==> src/shared/ppsio_pkg.sv <==
// package of offsets, field positions and reset values for the parallel port
package ppsio_pkg;

  // register byte offsets on the axi4-lite bus
  localparam logic [7:0] PPSIO_OFF_PORT_A = 8'h00;
  localparam logic [7:0] PPSIO_OFF_PORT_B = 8'h04;
  localparam logic [7:0] PPSIO_OFF_PINS_C = 8'h08;
  localparam logic [7:0] PPSIO_OFF_LATCH_C = 8'h0C;
  localparam logic [7:0] PPSIO_OFF_DIR_C = 8'h10;
  localparam logic [7:0] PPSIO_OFF_PORT_D = 8'h14;
  localparam logic [7:0] PPSIO_OFF_DIR_D = 8'h18;
  localparam logic [7:0] PPSIO_OFF_PORT_E = 8'h1C;
  localparam logic [7:0] PPSIO_OFF_PIO_CTRL = 8'h20;
  localparam logic [7:0] PPSIO_OFF_PACC_CTRL = 8'h24;

  // parallel_io_control field positions
  localparam int PPSIO_BIT_FLAG = 7;
  localparam int PPSIO_BIT_IRQ_EN = 6;
  localparam int PPSIO_BIT_HANDSHAKE = 4;
  localparam int PPSIO_BIT_EDGE_SEL = 1;
  localparam int PPSIO_BIT_INVERT = 0;

  // pulse accumulator control: direction of port a line 7
  localparam int PPSIO_BIT_LINE7_DIR = 7;

  // values after reset
  localparam logic [7:0] PPSIO_RST_PORT = 8'h00;
  localparam logic [7:0] PPSIO_RST_DIR = 8'h00;
  localparam logic PPSIO_RST_EDGE_SEL = 1'b1;
  localparam logic PPSIO_RST_INVERT = 1'b1;

  // port a fixed line map: lines 3..6 always drive, 0..2 never
  localparam logic [7:0] PPSIO_PA_OUT_MASK = 8'h78;
  localparam logic [7:0] PPSIO_PA_WR_MASK = 8'hF8;

  // strobe output pulse length in clock (e clock) periods
  localparam int PPSIO_STROBE_OUT_CYCLES = 2;

  // axi response codes
  localparam logic [1:0] PPSIO_RESP_OKAY = 2'h0;
  localparam logic [1:0] PPSIO_RESP_SLVERR = 2'h2;

endpackage

==> src/core/ppsio_edge.sv <==
// edge detector for the strobe input with selectable active edge
`timescale 1ns/1ps
module ppsio_edge (
  // clock and reset
  input wire logic aclk,
  input wire logic aresetn,
  // strobe input and edge choice (1 = rising)
  input wire logic strobe_in_line,
  input wire logic strobe_in_edge_select,
  // one-cycle pulse on the chosen edge
  output logic active_edge
);

  logic prev_level; // level seen one clock earlier

  // input is taken as synchronous, so one stage is enough to see an edge
  always_ff @(posedge aclk) begin
    if (!aresetn) begin
      prev_level <= strobe_in_line; // track the pin: no false edge at exit
    end else begin
      prev_level <= strobe_in_line;
    end
  end

  // pick rising or falling edge
  always_comb begin
    if (strobe_in_edge_select) begin
      active_edge = strobe_in_line && !prev_level;
    end else begin
      active_edge = !strobe_in_line && prev_level;
    end
  end

endmodule

==> src/core/ppsio_top.sv <==
// parallel port block with simple strobed mode behind an axi4-lite slave
//
// Notes on behaviour
// - direction bits; reset makes all lines inputs
// - output line reads return driver input
// - input lines float; writes only load latch
// - port a lines 0-2 input, writes ignored
// - port a lines 3-6 output, read driver
// - port a line 7 direction from control bit
// - port b output only, reads driver input
// - port e eight inputs, writes ignored
// - handshake select clear gives simple strobed mode
// - strobe output polarity follows invert bit
// - port c readable direct and latched
// - edge select picks rising or falling strobe
// - active edge captures port c, sets flag
// - capture on every edge, overwriting old data
// - flag plus enable requests interrupt
// - status read then latched read clears flag
// - strobe pins replace bus control pins
// - port b write pulses strobe two cycles
//
// Design decisions made here: the AXI4-Lite interface to the registers and the register offsets.
`timescale 1ns/1ps
module ppsio_top import ppsio_pkg::*; #(
  parameter int PORT_W = 8,
  parameter int ADDR_W = 8
) (
  // clock and reset
  input wire logic aclk,
  input wire logic aresetn,
  // axi4-lite write address
  input wire logic [ADDR_W-1:0] s_axi_awaddr,
  input wire logic [2:0] s_axi_awprot,
  input wire logic s_axi_awvalid,
  output logic s_axi_awready,
  // axi4-lite write data
  input wire logic [31:0] s_axi_wdata,
  input wire logic [3:0] s_axi_wstrb,
  input wire logic s_axi_wvalid,
  output logic s_axi_wready,
  // axi4-lite write response
  output logic [1:0] s_axi_bresp,
  output logic s_axi_bvalid,
  input wire logic s_axi_bready,
  // axi4-lite read address
  input wire logic [ADDR_W-1:0] s_axi_araddr,
  input wire logic [2:0] s_axi_arprot,
  input wire logic s_axi_arvalid,
  output logic s_axi_arready,
  // axi4-lite read data
  output logic [31:0] s_axi_rdata,
  output logic [1:0] s_axi_rresp,
  output logic s_axi_rvalid,
  input wire logic s_axi_rready,
  // port a pins
  input wire logic [PORT_W-1:0] first_port_in,
  output logic [PORT_W-1:0] first_port_out,
  output logic [PORT_W-1:0] first_port_oe,
  // port b pins, output only
  output logic [PORT_W-1:0] second_port_out,
  // port c pins
  input wire logic [PORT_W-1:0] third_port_in,
  output logic [PORT_W-1:0] third_port_out,
  output logic [PORT_W-1:0] third_port_oe,
  // port d pins
  input wire logic [PORT_W-1:0] fourth_port_in,
  output logic [PORT_W-1:0] fourth_port_out,
  output logic [PORT_W-1:0] fourth_port_oe,
  // port e pins, input only
  input wire logic [PORT_W-1:0] fifth_port_in,
  // strobe lines and interrupt request
  input wire logic strobe_in_line,
  output logic strobe_out_line,
  output logic strobe_in_irq
);

  // the fixed port a line map only makes sense for eight lines
  if (PORT_W != 8) begin : g_bad_width
    $error("ppsio_top: PORT_W must be 8");
  end
  if (ADDR_W < 6) begin : g_bad_addr
    $error("ppsio_top: ADDR_W must be at least 6");
  end

  // software visible state
  logic [PORT_W-1:0] port_a_latch; // port a output latch
  logic [PORT_W-1:0] port_b_latch; // port b output latch
  logic [PORT_W-1:0] port_c_latch; // port c output latch
  logic [PORT_W-1:0] port_c_dir; // 1 = output
  logic [PORT_W-1:0] port_d_latch; // port d output latch
  logic [PORT_W-1:0] port_d_dir; // 1 = output
  logic [PORT_W-1:0] third_port_latched_reg; // strobe capture
  logic first_port_line7_dir; // port a line 7 direction
  logic strobe_in_flag; // set by active strobe edge
  logic strobe_in_irq_enable; // lets the flag request interrupt
  logic handshake_select; // 0 = simple strobed mode
  logic strobe_in_edge_select; // 1 = rising edge active
  logic strobe_out_invert; // 1 = strobe pulse active high
  logic flag_clear_armed; // status read saw the flag set

  // bus side state
  logic aw_got; // write address held
  logic w_got; // write data held
  logic [ADDR_W-1:0] aw_addr; // held write address
  logic [7:0] w_byte; // held low data byte
  logic w_lane0; // low byte lane was enabled
  logic [1:0] strobe_cnt; // strobe output cycles left

  // decoded events
  logic active_edge; // chosen edge on the strobe input
  logic wr_fire; // both write halves present, no response pending
  logic rd_fire; // read address taken this cycle
  logic [7:0] wr_off; // write offset
  logic [7:0] rd_off; // read offset
  logic wr_en; // write with low lane enabled
  logic [7:0] rd_byte; // read mux result
  logic rd_hit; // read address maps a register
  logic wr_hit; // write address maps a register
  logic [PORT_W-1:0] pins_c_view; // port c data register view
  logic [PORT_W-1:0] pins_d_view; // port d data register view
  logic [PORT_W-1:0] port_a_view; // port a data register view
  logic [7:0] pio_ctrl_view; // control register view
  logic strobed_mode; // simple strobed mode active

  assign strobed_mode = !handshake_select;
  assign wr_fire = aw_got && w_got && !s_axi_bvalid;
  assign rd_fire = s_axi_arvalid && s_axi_arready;
  assign wr_off = 8'(aw_addr);
  assign rd_off = 8'(s_axi_araddr);
  assign wr_en = wr_fire && w_lane0;

  // edge detector on the strobe input pin
  ppsio_edge u_edge (
    .aclk(aclk),
    .aresetn(aresetn),
    .strobe_in_line(strobe_in_line),
    .strobe_in_edge_select(strobe_in_edge_select),
    .active_edge(active_edge)
  );

  // write address channel: take once, hold until the response is taken
  always_ff @(posedge aclk) begin
    if (!aresetn) begin
      aw_got <= 1'b0;
      aw_addr <= '0;
      s_axi_awready <= 1'b0;
    end else if (s_axi_awvalid && s_axi_awready) begin
      aw_got <= 1'b1;
      aw_addr <= s_axi_awaddr;
      s_axi_awready <= 1'b0;
    end else if (wr_fire) begin
      aw_got <= 1'b0;
    end else if (!aw_got && !s_axi_bvalid) begin
      s_axi_awready <= 1'b1;
    end
  end

  // write data channel: same shape, either order against the address
  always_ff @(posedge aclk) begin
    if (!aresetn) begin
      w_got <= 1'b0;
      w_byte <= 8'h00;
      w_lane0 <= 1'b0;
      s_axi_wready <= 1'b0;
    end else if (s_axi_wvalid && s_axi_wready) begin
      w_got <= 1'b1;
      w_byte <= s_axi_wdata[7:0];
      w_lane0 <= s_axi_wstrb[0];
      s_axi_wready <= 1'b0;
    end else if (wr_fire) begin
      w_got <= 1'b0;
    end else if (!w_got && !s_axi_bvalid) begin
      s_axi_wready <= 1'b1;
    end
  end

  // write decode: which offsets are mapped at all
  always_comb begin
    case (wr_off)
      PPSIO_OFF_PORT_A, PPSIO_OFF_PORT_B, PPSIO_OFF_PINS_C,
      PPSIO_OFF_LATCH_C, PPSIO_OFF_DIR_C, PPSIO_OFF_PORT_D,
      PPSIO_OFF_DIR_D, PPSIO_OFF_PORT_E, PPSIO_OFF_PIO_CTRL,
      PPSIO_OFF_PACC_CTRL: wr_hit = 1'b1;
      default: wr_hit = 1'b0;
    endcase
  end

  // write response: unmapped offsets answer slverr and change nothing
  always_ff @(posedge aclk) begin
    if (!aresetn) begin
      s_axi_bvalid <= 1'b0;
      s_axi_bresp <= PPSIO_RESP_OKAY;
    end else if (wr_fire) begin
      s_axi_bvalid <= 1'b1;
      s_axi_bresp <= wr_hit ? PPSIO_RESP_OKAY : PPSIO_RESP_SLVERR;
    end else if (s_axi_bready) begin
      s_axi_bvalid <= 1'b0;
    end
  end

  // port a latch: lines 0..2 are input only, so writes there are dropped
  always_ff @(posedge aclk) begin
    if (!aresetn) begin
      port_a_latch <= PPSIO_RST_PORT;
    end else if (wr_en && wr_off == PPSIO_OFF_PORT_A) begin
      port_a_latch <= w_byte & PPSIO_PA_WR_MASK;
    end
  end

  // port b latch; port e has no latch, its writes vanish
  always_ff @(posedge aclk) begin
    if (!aresetn) begin
      port_b_latch <= PPSIO_RST_PORT;
    end else if (wr_en && wr_off == PPSIO_OFF_PORT_B) begin
      port_b_latch <= w_byte;
    end
  end

  // port c latch: both the direct and latched addresses write it
  always_ff @(posedge aclk) begin
    if (!aresetn) begin
      port_c_latch <= PPSIO_RST_PORT;
    end else if (wr_en && (wr_off == PPSIO_OFF_PINS_C ||
                           wr_off == PPSIO_OFF_LATCH_C)) begin
      port_c_latch <= w_byte;
    end
  end

  // port d latch
  always_ff @(posedge aclk) begin
    if (!aresetn) begin
      port_d_latch <= PPSIO_RST_PORT;
    end else if (wr_en && wr_off == PPSIO_OFF_PORT_D) begin
      port_d_latch <= w_byte;
    end
  end

  // direction registers: reset leaves every general line an input
  always_ff @(posedge aclk) begin
    if (!aresetn) begin
      port_c_dir <= PPSIO_RST_DIR;
      port_d_dir <= PPSIO_RST_DIR;
      first_port_line7_dir <= 1'b0;
    end else if (wr_en) begin
      if (wr_off == PPSIO_OFF_DIR_C) begin
        port_c_dir <= w_byte;
      end
      if (wr_off == PPSIO_OFF_DIR_D) begin
        port_d_dir <= w_byte;
      end
      if (wr_off == PPSIO_OFF_PACC_CTRL) begin
        first_port_line7_dir <= w_byte[PPSIO_BIT_LINE7_DIR];
      end
    end
  end

  // control bits; the flag position is read only
  always_ff @(posedge aclk) begin
    if (!aresetn) begin
      strobe_in_irq_enable <= 1'b0;
      handshake_select <= 1'b0;
      strobe_in_edge_select <= PPSIO_RST_EDGE_SEL;
      strobe_out_invert <= PPSIO_RST_INVERT;
    end else if (wr_en && wr_off == PPSIO_OFF_PIO_CTRL) begin
      strobe_in_irq_enable <= w_byte[PPSIO_BIT_IRQ_EN];
      handshake_select <= w_byte[PPSIO_BIT_HANDSHAKE];
      strobe_in_edge_select <= w_byte[PPSIO_BIT_EDGE_SEL];
      strobe_out_invert <= w_byte[PPSIO_BIT_INVERT];
    end
  end

  // capture port c on every active edge in simple strobed mode, even with the flag still set
  always_ff @(posedge aclk) begin
    if (!aresetn) begin
      third_port_latched_reg <= PPSIO_RST_PORT;
    end else if (active_edge && strobed_mode) begin
      third_port_latched_reg <= third_port_in;
    end
  end

  // flag: an edge in the clearing cycle wins so no strobe is lost
  always_ff @(posedge aclk) begin
    if (!aresetn) begin
      strobe_in_flag <= 1'b0;
    end else if (active_edge && strobed_mode) begin
      strobe_in_flag <= 1'b1;
    end else if (rd_fire && rd_off == PPSIO_OFF_LATCH_C &&
                 flag_clear_armed) begin
      strobe_in_flag <= 1'b0;
    end
  end

  // clear arming: set by a status read that returns the flag set,
  // dropped by a status read that returns it clear or by the clear itself
  always_ff @(posedge aclk) begin
    if (!aresetn) begin
      flag_clear_armed <= 1'b0;
    end else if (rd_fire && rd_off == PPSIO_OFF_PIO_CTRL) begin
      flag_clear_armed <= strobe_in_flag;
    end else if (rd_fire && rd_off == PPSIO_OFF_LATCH_C) begin
      flag_clear_armed <= 1'b0;
    end
  end

  // interrupt request, one cycle behind the flag
  always_ff @(posedge aclk) begin
    if (!aresetn) begin
      strobe_in_irq <= 1'b0;
    end else begin
      strobe_in_irq <= strobe_in_flag && strobe_in_irq_enable;
    end
  end

  // strobe output timer: each port b write in simple strobed mode restarts a fresh pulse
  always_ff @(posedge aclk) begin
    if (!aresetn) begin
      strobe_cnt <= 2'h0;
    end else if (wr_en && wr_off == PPSIO_OFF_PORT_B && strobed_mode) begin
      strobe_cnt <= 2'(PPSIO_STROBE_OUT_CYCLES);
    end else if (strobe_cnt != 2'h0) begin
      strobe_cnt <= strobe_cnt - 2'h1;
    end
  end

  // strobe output pin, standing in for the read/write pin
  always_ff @(posedge aclk) begin
    if (!aresetn) begin
      strobe_out_line <= !PPSIO_RST_INVERT;
    end else if (wr_en && wr_off == PPSIO_OFF_PORT_B && strobed_mode) begin
      strobe_out_line <= strobe_out_invert;
    end else if (strobe_cnt > 2'h1) begin
      strobe_out_line <= strobe_out_invert;
    end else begin
      strobe_out_line <= !strobe_out_invert;
    end
  end

  // pin drivers: registered so the pins change one cycle after the write
  always_ff @(posedge aclk) begin
    if (!aresetn) begin
      first_port_out <= PPSIO_RST_PORT;
      first_port_oe <= PPSIO_RST_DIR;
      second_port_out <= PPSIO_RST_PORT;
      third_port_out <= PPSIO_RST_PORT;
      third_port_oe <= PPSIO_RST_DIR;
      fourth_port_out <= PPSIO_RST_PORT;
      fourth_port_oe <= PPSIO_RST_DIR;
    end else begin
      first_port_out <= port_a_latch;
      first_port_oe <= PPSIO_PA_OUT_MASK |
                       {first_port_line7_dir, 7'h00};
      second_port_out <= port_b_latch;
      third_port_out <= port_c_latch;
      third_port_oe <= port_c_dir;
      fourth_port_out <= port_d_latch;
      fourth_port_oe <= port_d_dir;
    end
  end

  // per line read views: outputs show the driver input, inputs the pin
  for (genvar i = 0; i < PORT_W; i++) begin : g_view
    assign pins_c_view[i] = port_c_dir[i] ? port_c_latch[i]
                                          : third_port_in[i];
    assign pins_d_view[i] = port_d_dir[i] ? port_d_latch[i]
                                          : fourth_port_in[i];
  end

  // port a: 0..2 pins, 3..6 driver inputs, 7 by its direction
  assign port_a_view = {first_port_line7_dir ? port_a_latch[7]
                                             : first_port_in[7],
                        port_a_latch[6:3], first_port_in[2:0]};

  // control register as software sees it
  assign pio_ctrl_view = {strobe_in_flag, strobe_in_irq_enable, 1'b0,
                          handshake_select, 2'h0, strobe_in_edge_select,
                          strobe_out_invert};

  // read mux
  always_comb begin
    rd_hit = 1'b1;
    case (rd_off)
      PPSIO_OFF_PORT_A: rd_byte = port_a_view;
      PPSIO_OFF_PORT_B: rd_byte = port_b_latch;
      PPSIO_OFF_PINS_C: rd_byte = pins_c_view;
      PPSIO_OFF_LATCH_C: rd_byte = third_port_latched_reg;
      PPSIO_OFF_DIR_C: rd_byte = port_c_dir;
      PPSIO_OFF_PORT_D: rd_byte = pins_d_view;
      PPSIO_OFF_DIR_D: rd_byte = port_d_dir;
      PPSIO_OFF_PORT_E: rd_byte = fifth_port_in;
      PPSIO_OFF_PIO_CTRL: rd_byte = pio_ctrl_view;
      PPSIO_OFF_PACC_CTRL: rd_byte = {first_port_line7_dir, 7'h00};
      default: begin
        rd_byte = 8'h00;
        rd_hit = 1'b0;
      end
    endcase
  end

  // read address channel: one read at a time
  always_ff @(posedge aclk) begin
    if (!aresetn) begin
      s_axi_arready <= 1'b0;
    end else if (rd_fire) begin
      s_axi_arready <= 1'b0;
    end else if (!s_axi_rvalid) begin
      s_axi_arready <= 1'b1;
    end
  end

  // read data channel: value sampled at the address handshake
  always_ff @(posedge aclk) begin
    if (!aresetn) begin
      s_axi_rvalid <= 1'b0;
      s_axi_rdata <= 32'h0000_0000;
      s_axi_rresp <= PPSIO_RESP_OKAY;
    end else if (rd_fire) begin
      s_axi_rvalid <= 1'b1;
      s_axi_rdata <= {24'h000000, rd_byte};
      s_axi_rresp <= rd_hit ? PPSIO_RESP_OKAY : PPSIO_RESP_SLVERR;
    end else if (s_axi_rready) begin
      s_axi_rvalid <= 1'b0;
    end
  end

endmodule

==> config.mk <==
export PLATFORM = sky130hd
export DESIGN_NAME = ppsio_top
export DESIGN_NICKNAME = d
export VERILOG_FILES = /design/src/shared/ppsio_pkg.sv /design/src/core/ppsio_edge.sv /design/src/core/ppsio_top.sv
export SDC_FILE = /design/constraint.sdc
export NUM_CORES = 1
export LEC_CHECK = 0
export BUFFER_PORTS_ARGS = -buffer_cell sky130_fd_sc_hd__buf_2
export CAP_MARGIN = 20
export CORE_MARGIN = 4
export CORE_UTILIZATION = 51
export DETAILED_ROUTE_END_ITERATION = 12
export PLACE_DENSITY = 0.8
export SLEW_MARGIN = 5
export SYNTH_ARGS = -nofsm -noshare
export SYNTH_HDL_FRONTEND = slang
export SYNTH_SLANG_ARGS = --single-unit
==> constraint.sdc <==
create_clock -name aclk -period 2.6 [get_ports aclk]
set_clock_uncertainty 0.2 [all_clocks]
set_input_delay 0.52 -clock aclk [delete_from_list [all_inputs] [get_ports aclk]]
set_output_delay 0.52 -clock aclk [all_outputs]
set_load 0.01 [all_outputs]
# Word-level counts from Yosys, hierarchy flattened
# Index checks and enable logic that the tools add are counted.
# word_totals
out_inout_bits	99
inputBits	98
elab_cells	151
reg_bits	154
# op_classes
magnitude_cmp	1
muxes	39
add_sub_neg	1
bitwise_logic	2
n_reduce_logical	50
eq_ne	18
# ops
cell	count
case mux 8 bit (10 select lines)	1
== test 8 x 5 -> 1 bit (second input constant)	8
2-to-1 mux 1 bit	33
== test 8 x 4 -> 1 bit (second input constant)	4
== test 8 x 6 -> 1 bit (second input constant)	4
logical AND 1 bit	21
OR reduction 10 bit	2
== test 8 x 3 -> 1 bit (second input constant)	2
zero test 8 bit	2
nonzero test 2 bit	8
AND reduction 2 bit	5
2-to-1 mux 2 bit	4
OR reduction 2 bit	4
zero test 1 bit	7
2-to-1 mux 7 bit	1
> comparator 2 x 1 -> 1 bit (second input constant)	1
inverter 1 bit	2
subtractor 2 x 1 -> 2 bit (second input constant)	1
logical OR 1 bit	1

# Depth between registers and ports, before layout
# depth
ltp_word	6
mapped_depth	7
ltp_nobuf	5

# Modules after synthesis
# A second synthesis with hierarchy kept.
# hier_totals
cells_unflattened	633
hier_area_um2	6182.2
# by_module_without_submodules
module	area_per_inst_um2	cells_each	n_inst	seq_area_each_um2
ppsio_top	6139.6	629	1	2902.8
ppsio_edge	42.5	4	1	20.0

# Worst setup path before layout
# Ideal clock, no wire load.
# synth_path
path_type	input to register
startpoint	input port s_axi_araddr[3]
endpoint	register s_axi_rdata[0]
path_slack_ps	546
stages	7
arrival_ps	1763
setup_time_ps	91
n_path_buf	2
t_required_ps	2309
path_cell_list	buf_2 > or4b_4 > buf_6 > nor2_2 > a22o_1 > a31oi_1 > a311oi_1
# synth_between
elab_chain_len	2
word_cells_on_any_way	11
cone_classes	eq/ne: 9; mux: 1; reduce/logical: 1
# synth_lines
element	line	rtl
from (decl)	ppsio_top.sv:47	input wire logic [ADDR_W-1:0] s_axi_araddr,
== test 8 x 6 -> 1 bit (tied with other cells)	ppsio_top.sv:382	case (rd_off)
case mux 8 bit (10 select lines) *	ppsio_top.sv:382	
to (signal assigned)	ppsio_top.sv:419	s_axi_rdata <= {24'h000000, rd_byte};
to (decl)	ppsio_top.sv:52	output logic [31:0] s_axi_rdata,
# Every way passes the cells marked *; elsewhere a longest branch is shown, timed or not.
# A chain may end at the register's enable or synchronous reset.

# Final worst setup path
# layout_path
startpoint	register s_axi_bvalid
endpoint	register port_c_latch[2]
# layout_between
elab_chain_len	4
# layout_lines
element	line	rtl
from (decl)	ppsio_top.sv:44	output logic s_axi_bvalid,
from (signal assigned)	ppsio_top.sv:192	s_axi_bvalid <= 1'b0;
from (signal assigned)	ppsio_top.sv:195	s_axi_bvalid <= 1'b1;
from (signal assigned)	ppsio_top.sv:198	s_axi_bvalid <= 1'b0;
zero test 1 bit	ppsio_top.sv:127	assign wr_fire = aw_got && w_got && !s_axi_bvalid;
logical AND 1 bit	ppsio_top.sv:127	
logical AND 1 bit	ppsio_top.sv:131	assign wr_en = wr_fire && w_lane0;
logical AND 1 bit	ppsio_top.sv:224	end else if (wr_en && (wr_off == PPSIO_OFF_PINS_C ||
to (signal assigned)	ppsio_top.sv:226	port_c_latch <= w_byte;
to (decl)	ppsio_top.sv:89	logic [PORT_W-1:0] port_c_latch;
# Every way passes these cells.

==> run summary <==
The worst setup path is launched from a register. The number of filler instances in the final layout came out at 962. The count of instances resized after the clock tree is built came out at 0. The iteration-0 DRC count of the detailed router is 412. Cell internal power was estimated by the tool at 3.949 mW. The net switching fraction of the power is 23.15%. The number of buffers added by the clock tree synthesis step came out at 17.

In this run the tool buffered the top-level ports with 127 buffer cells. The horizontal die dimension is 117.1 um. At the pin with the least slew margin, the transition time is 0.7172 ns. The later-pin clock latency in the skew report came out at 0.42 ns. Once the floorplan was initialized, standard cells occupied 52.74% of the core. The worst hold-check path type is in2reg. Counting instances in the post-synthesis netlist gives the leading cell types as sky130_fd_sc_hd__dfxtp_1 (146), sky130_fd_sc_hd__nor2_1 (74), sky130_fd_sc_hd__mux2i_1 (71), sky130_fd_sc_hd__nand2_1 (53), sky130_fd_sc_hd__and2_1 (49). The total area of sequential cells is 0.002923 sq mm. The share of power burned in combinational logic came out at 6.0%. The first-pass GRT wire length is 25.19 mm.

The worst-case setup slack after placement came out at 0.2172 ns. The combined area of all synthesized cells came out at 0.006073 sq mm. The maximum number of buffers from clock root to sink is 2.

The maximum fanout along the worst path came out at 8. The post-route netlist has 25.36% of its cells at a drive strength greater than 1. The last weighted congestion value of the routability-driven placer came out at 0.9558.

The number of flops mapped to enable cells by yosys came out at 0. The post-detailed-route wirelength per cell came out at 17.75 um. The global-route congestion overflow total is 0. The sum of negative setup slack is 0 ns.

The max-capacitance violation count came out at 0. After clock tree synthesis, the clock-pin slew on the worst setup and hold paths is 0.06 ns. The clock net sink count is 146. For this run, the top clock speed supported by timing is 471.5 MHz. The die is 117.1 um tall.

The placeable core region came out at 0.01152 sq mm. The share of Yosys cell area claimed by the top area cell type came out at 48.13%. The cell count after synthesis came out at 638.

STA puts the critical path data required time at 2.70 ns. The run finished with clean final reports. The share of power burned in the clock network came out at 48.9%. The total wirelength of the detailed-routed design is 16.28 mm. The tree is rooted in a sky130_fd_sc_hd__clkbuf_16. The reported leakage power came out at 3.438 nW. In the routed layout, each cell is associated on average with a via count of 5.540. The die covers 0.01372 sq mm.

The initial antenna violation count is 1. The count of yosys warnings during synthesis came out at 0. By startpoint and endpoint, the worst setup path is classified as reg2reg. Traced cell by cell, the critical path runs through and3b_1 -> and3_1 -> nand3_1 -> mux2i_1 -> nor2_1. The number of hold violations in the final report came out at 0. For this run, the leading register cell type out of synthesis is sky130_fd_sc_hd__dfxtp_1. The remaining max-slew budget at the tightest pin came out at 52.05%. The average cell area after synthesis came out at 9.519 sq um. Power spread over the standard cell area amounts to 701.6 mW/mm^2.

The number of setup buffers added after CTS is 0. The sequential cell area fraction in the yosys report is 48.13%. Compared with the post-synthesis result, the final layout area differs by 20.58%. The shortest period the worst path allows is 2.121 ns. The share of total power dissipated in sequential elements is 45.1%. STA classifies the critical path endpoint as a register. The final number of setup-violating endpoints is 0.

Setup repair after global routing left no endpoint under its margin. The largest total area in the synthesized netlist belongs to sky130_fd_sc_hd__dfxtp_1. The routed via count came out at 5,080. The number of global-route vias before repair is 4,898. In the final layout, the multi-input gates occupy 0.002820 sq mm. The endpoint arrival time on the critical path is 2.22 ns.

In the post-synthesis netlist, the biggest area contributors are sky130_fd_sc_hd__dfxtp_1 (48%), sky130_fd_sc_hd__mux2i_1 (12%), sky130_fd_sc_hd__and2_1 (5.0%), sky130_fd_sc_hd__buf_4 (4.6%), sky130_fd_sc_hd__nor2_1 (4.6%). The post-cts hold buffer count is 0. The global-route usage over all layers came out at 24.15%. The share of the clock period used by the worst path came out at 81.58%.

In the final design database the tool counted 859 nets. The final routed DRC violation total came out at 0. The total of flip-flops plus latches after synthesis came out at 146. The critical path's slowest cell is sky130_fd_sc_hd__nand3_1. The length of the first detailed-routing pass in iterations came out at 5.

The count of different cell masters after synthesis is 62. The async set-reset flop share out of synthesis came out at 0%. The detailed placer's ending HPWL is 11.54 mm. Setup slack on the critical path of the routed design comes to 0.4789 ns.

sky130_fd_sc_hd__dfxtp_1 is the most common cell in the netlist. The post-detailed-route count of antenna-violating nets came out at 0. The number of max-slew violations in the final report is 0. In this run the core area contains 39 standard-cell rows. The delay of the slowest cell on the worst path came out at 0.53 ns. VDD sags by at most 0.4013 mV. The deepest level of the CTS H-tree is 4. The switching component of the power came out at 1.190 mW. The number of top-level design ports came out at 197.

TritonCTS built the clock tree. The pin count of the biggest net entering global routing is 66.
per-stage QoR:
stage	utilization (%)	hold WS [ns]	std cells	power [mW]	cell area, sq um
finish	63.59	0.03806	917	5.138	7323
global route	63.57	0.03447	916	5.310	7321
CTS	63.57	0.03246	916	5.155	7321
detailed placement	58.26	0.2152	885	2.664	6709
global placement	58.26	0.2045	885	2.656	6709
floorplan	-	0.1975	669	2.580	6190
cells in the final DEF, fill, tap and decap left out, types with 4 or more instances in the layout:
cell,n
sky130_fd_sc_hd__a21oi_1,41
sky130_fd_sc_hd__a22o_1,9
sky130_fd_sc_hd__a22oi_1,6
sky130_fd_sc_hd__a311oi_1,5
sky130_fd_sc_hd__and2_1,49
sky130_fd_sc_hd__buf_2,127
sky130_fd_sc_hd__buf_4,14
sky130_fd_sc_hd__clkbuf_16,17
sky130_fd_sc_hd__clkinvlp_4,4
sky130_fd_sc_hd__conb_1,32
sky130_fd_sc_hd__dfxtp_1,146
sky130_fd_sc_hd__inv_1,6
sky130_fd_sc_hd__mux2_2,9
sky130_fd_sc_hd__mux2i_1,71
sky130_fd_sc_hd__nand2_1,53
sky130_fd_sc_hd__nand3_1,14
sky130_fd_sc_hd__nor2_1,74
sky130_fd_sc_hd__nor2b_1,7
sky130_fd_sc_hd__nor3_1,4
sky130_fd_sc_hd__o21ai_0,11
final cells by class:
cell class | instances | share of cell area (%)
Sequential cell | 146 | 39.91
Clock buffer | 20 | 6.236
Clock inverter | 11 | 2.119
Tap cell | 143 | 2.443
Inverter | 7 | 0.3588
Timing Repair Buffer | 142 | 10.39
Multi-Input combinational cell | 447 | 38.51
Antenna cell | 1 | 0.03417
routing by layer:
metal / up-vias / part of all wire, % / track usage, %
met4: 2 / 4.8 / 13.23
met3: 65 / 9.4 / 7.147
met2: 244 / 46 / 38.30
met1: 2386 / 39 / 29.48
li1: 2383 / - / -
met5: - / 0.11 / 0
worst max-delay path, delay by kind of cell (launching register included):
family / cells / cell delay (ns)
and+or+nand+nor: 4 / 1.08
DFF: 1 / 0.37
muxes: 1 / 0.35
power groups by stage:
stage	registers (mW)	logic, mW	clock network (mW)
finish	2.32	0.306	2.51
global route	2.32	0.337	2.65
CTS	2.32	0.302	2.54
detailed placement	2.36	0.300	0
global placement	2.36	0.295	0
floorplan	2.35	0.233	0
cell families after synthesis:
kind of cell	share of synthesized area, %
AND/OR/NAND/NOR	20.54
buffers and inverters	7.355
multiplexers	13.37
flip-flops	48.13
XOR/XNOR	0.1442
AO/OA/AOI/OAI	10.40
other	0.06175
worst paths after layout:
path	start	cells past startpoint	slack, ns	to
worst max-delay path	s_axi_bvalid$_SDFFE_PN0P_	5	0.48	port_c_latch[2]$_SDFFE_PN0P_
worst min-delay path	strobe_in_line	1	0.04	u_edge.prev_level$_DFF_P_
worst max register to register	s_axi_bvalid$_SDFFE_PN0P_	5	0.48	port_c_latch[2]$_SDFFE_PN0P_
worst min register to register	strobe_cnt[0]$_SDFFE_PP0P_	1	0.23	strobe_cnt[0]$_SDFFE_PP0P_
Power figures use the tool's default switching activity.
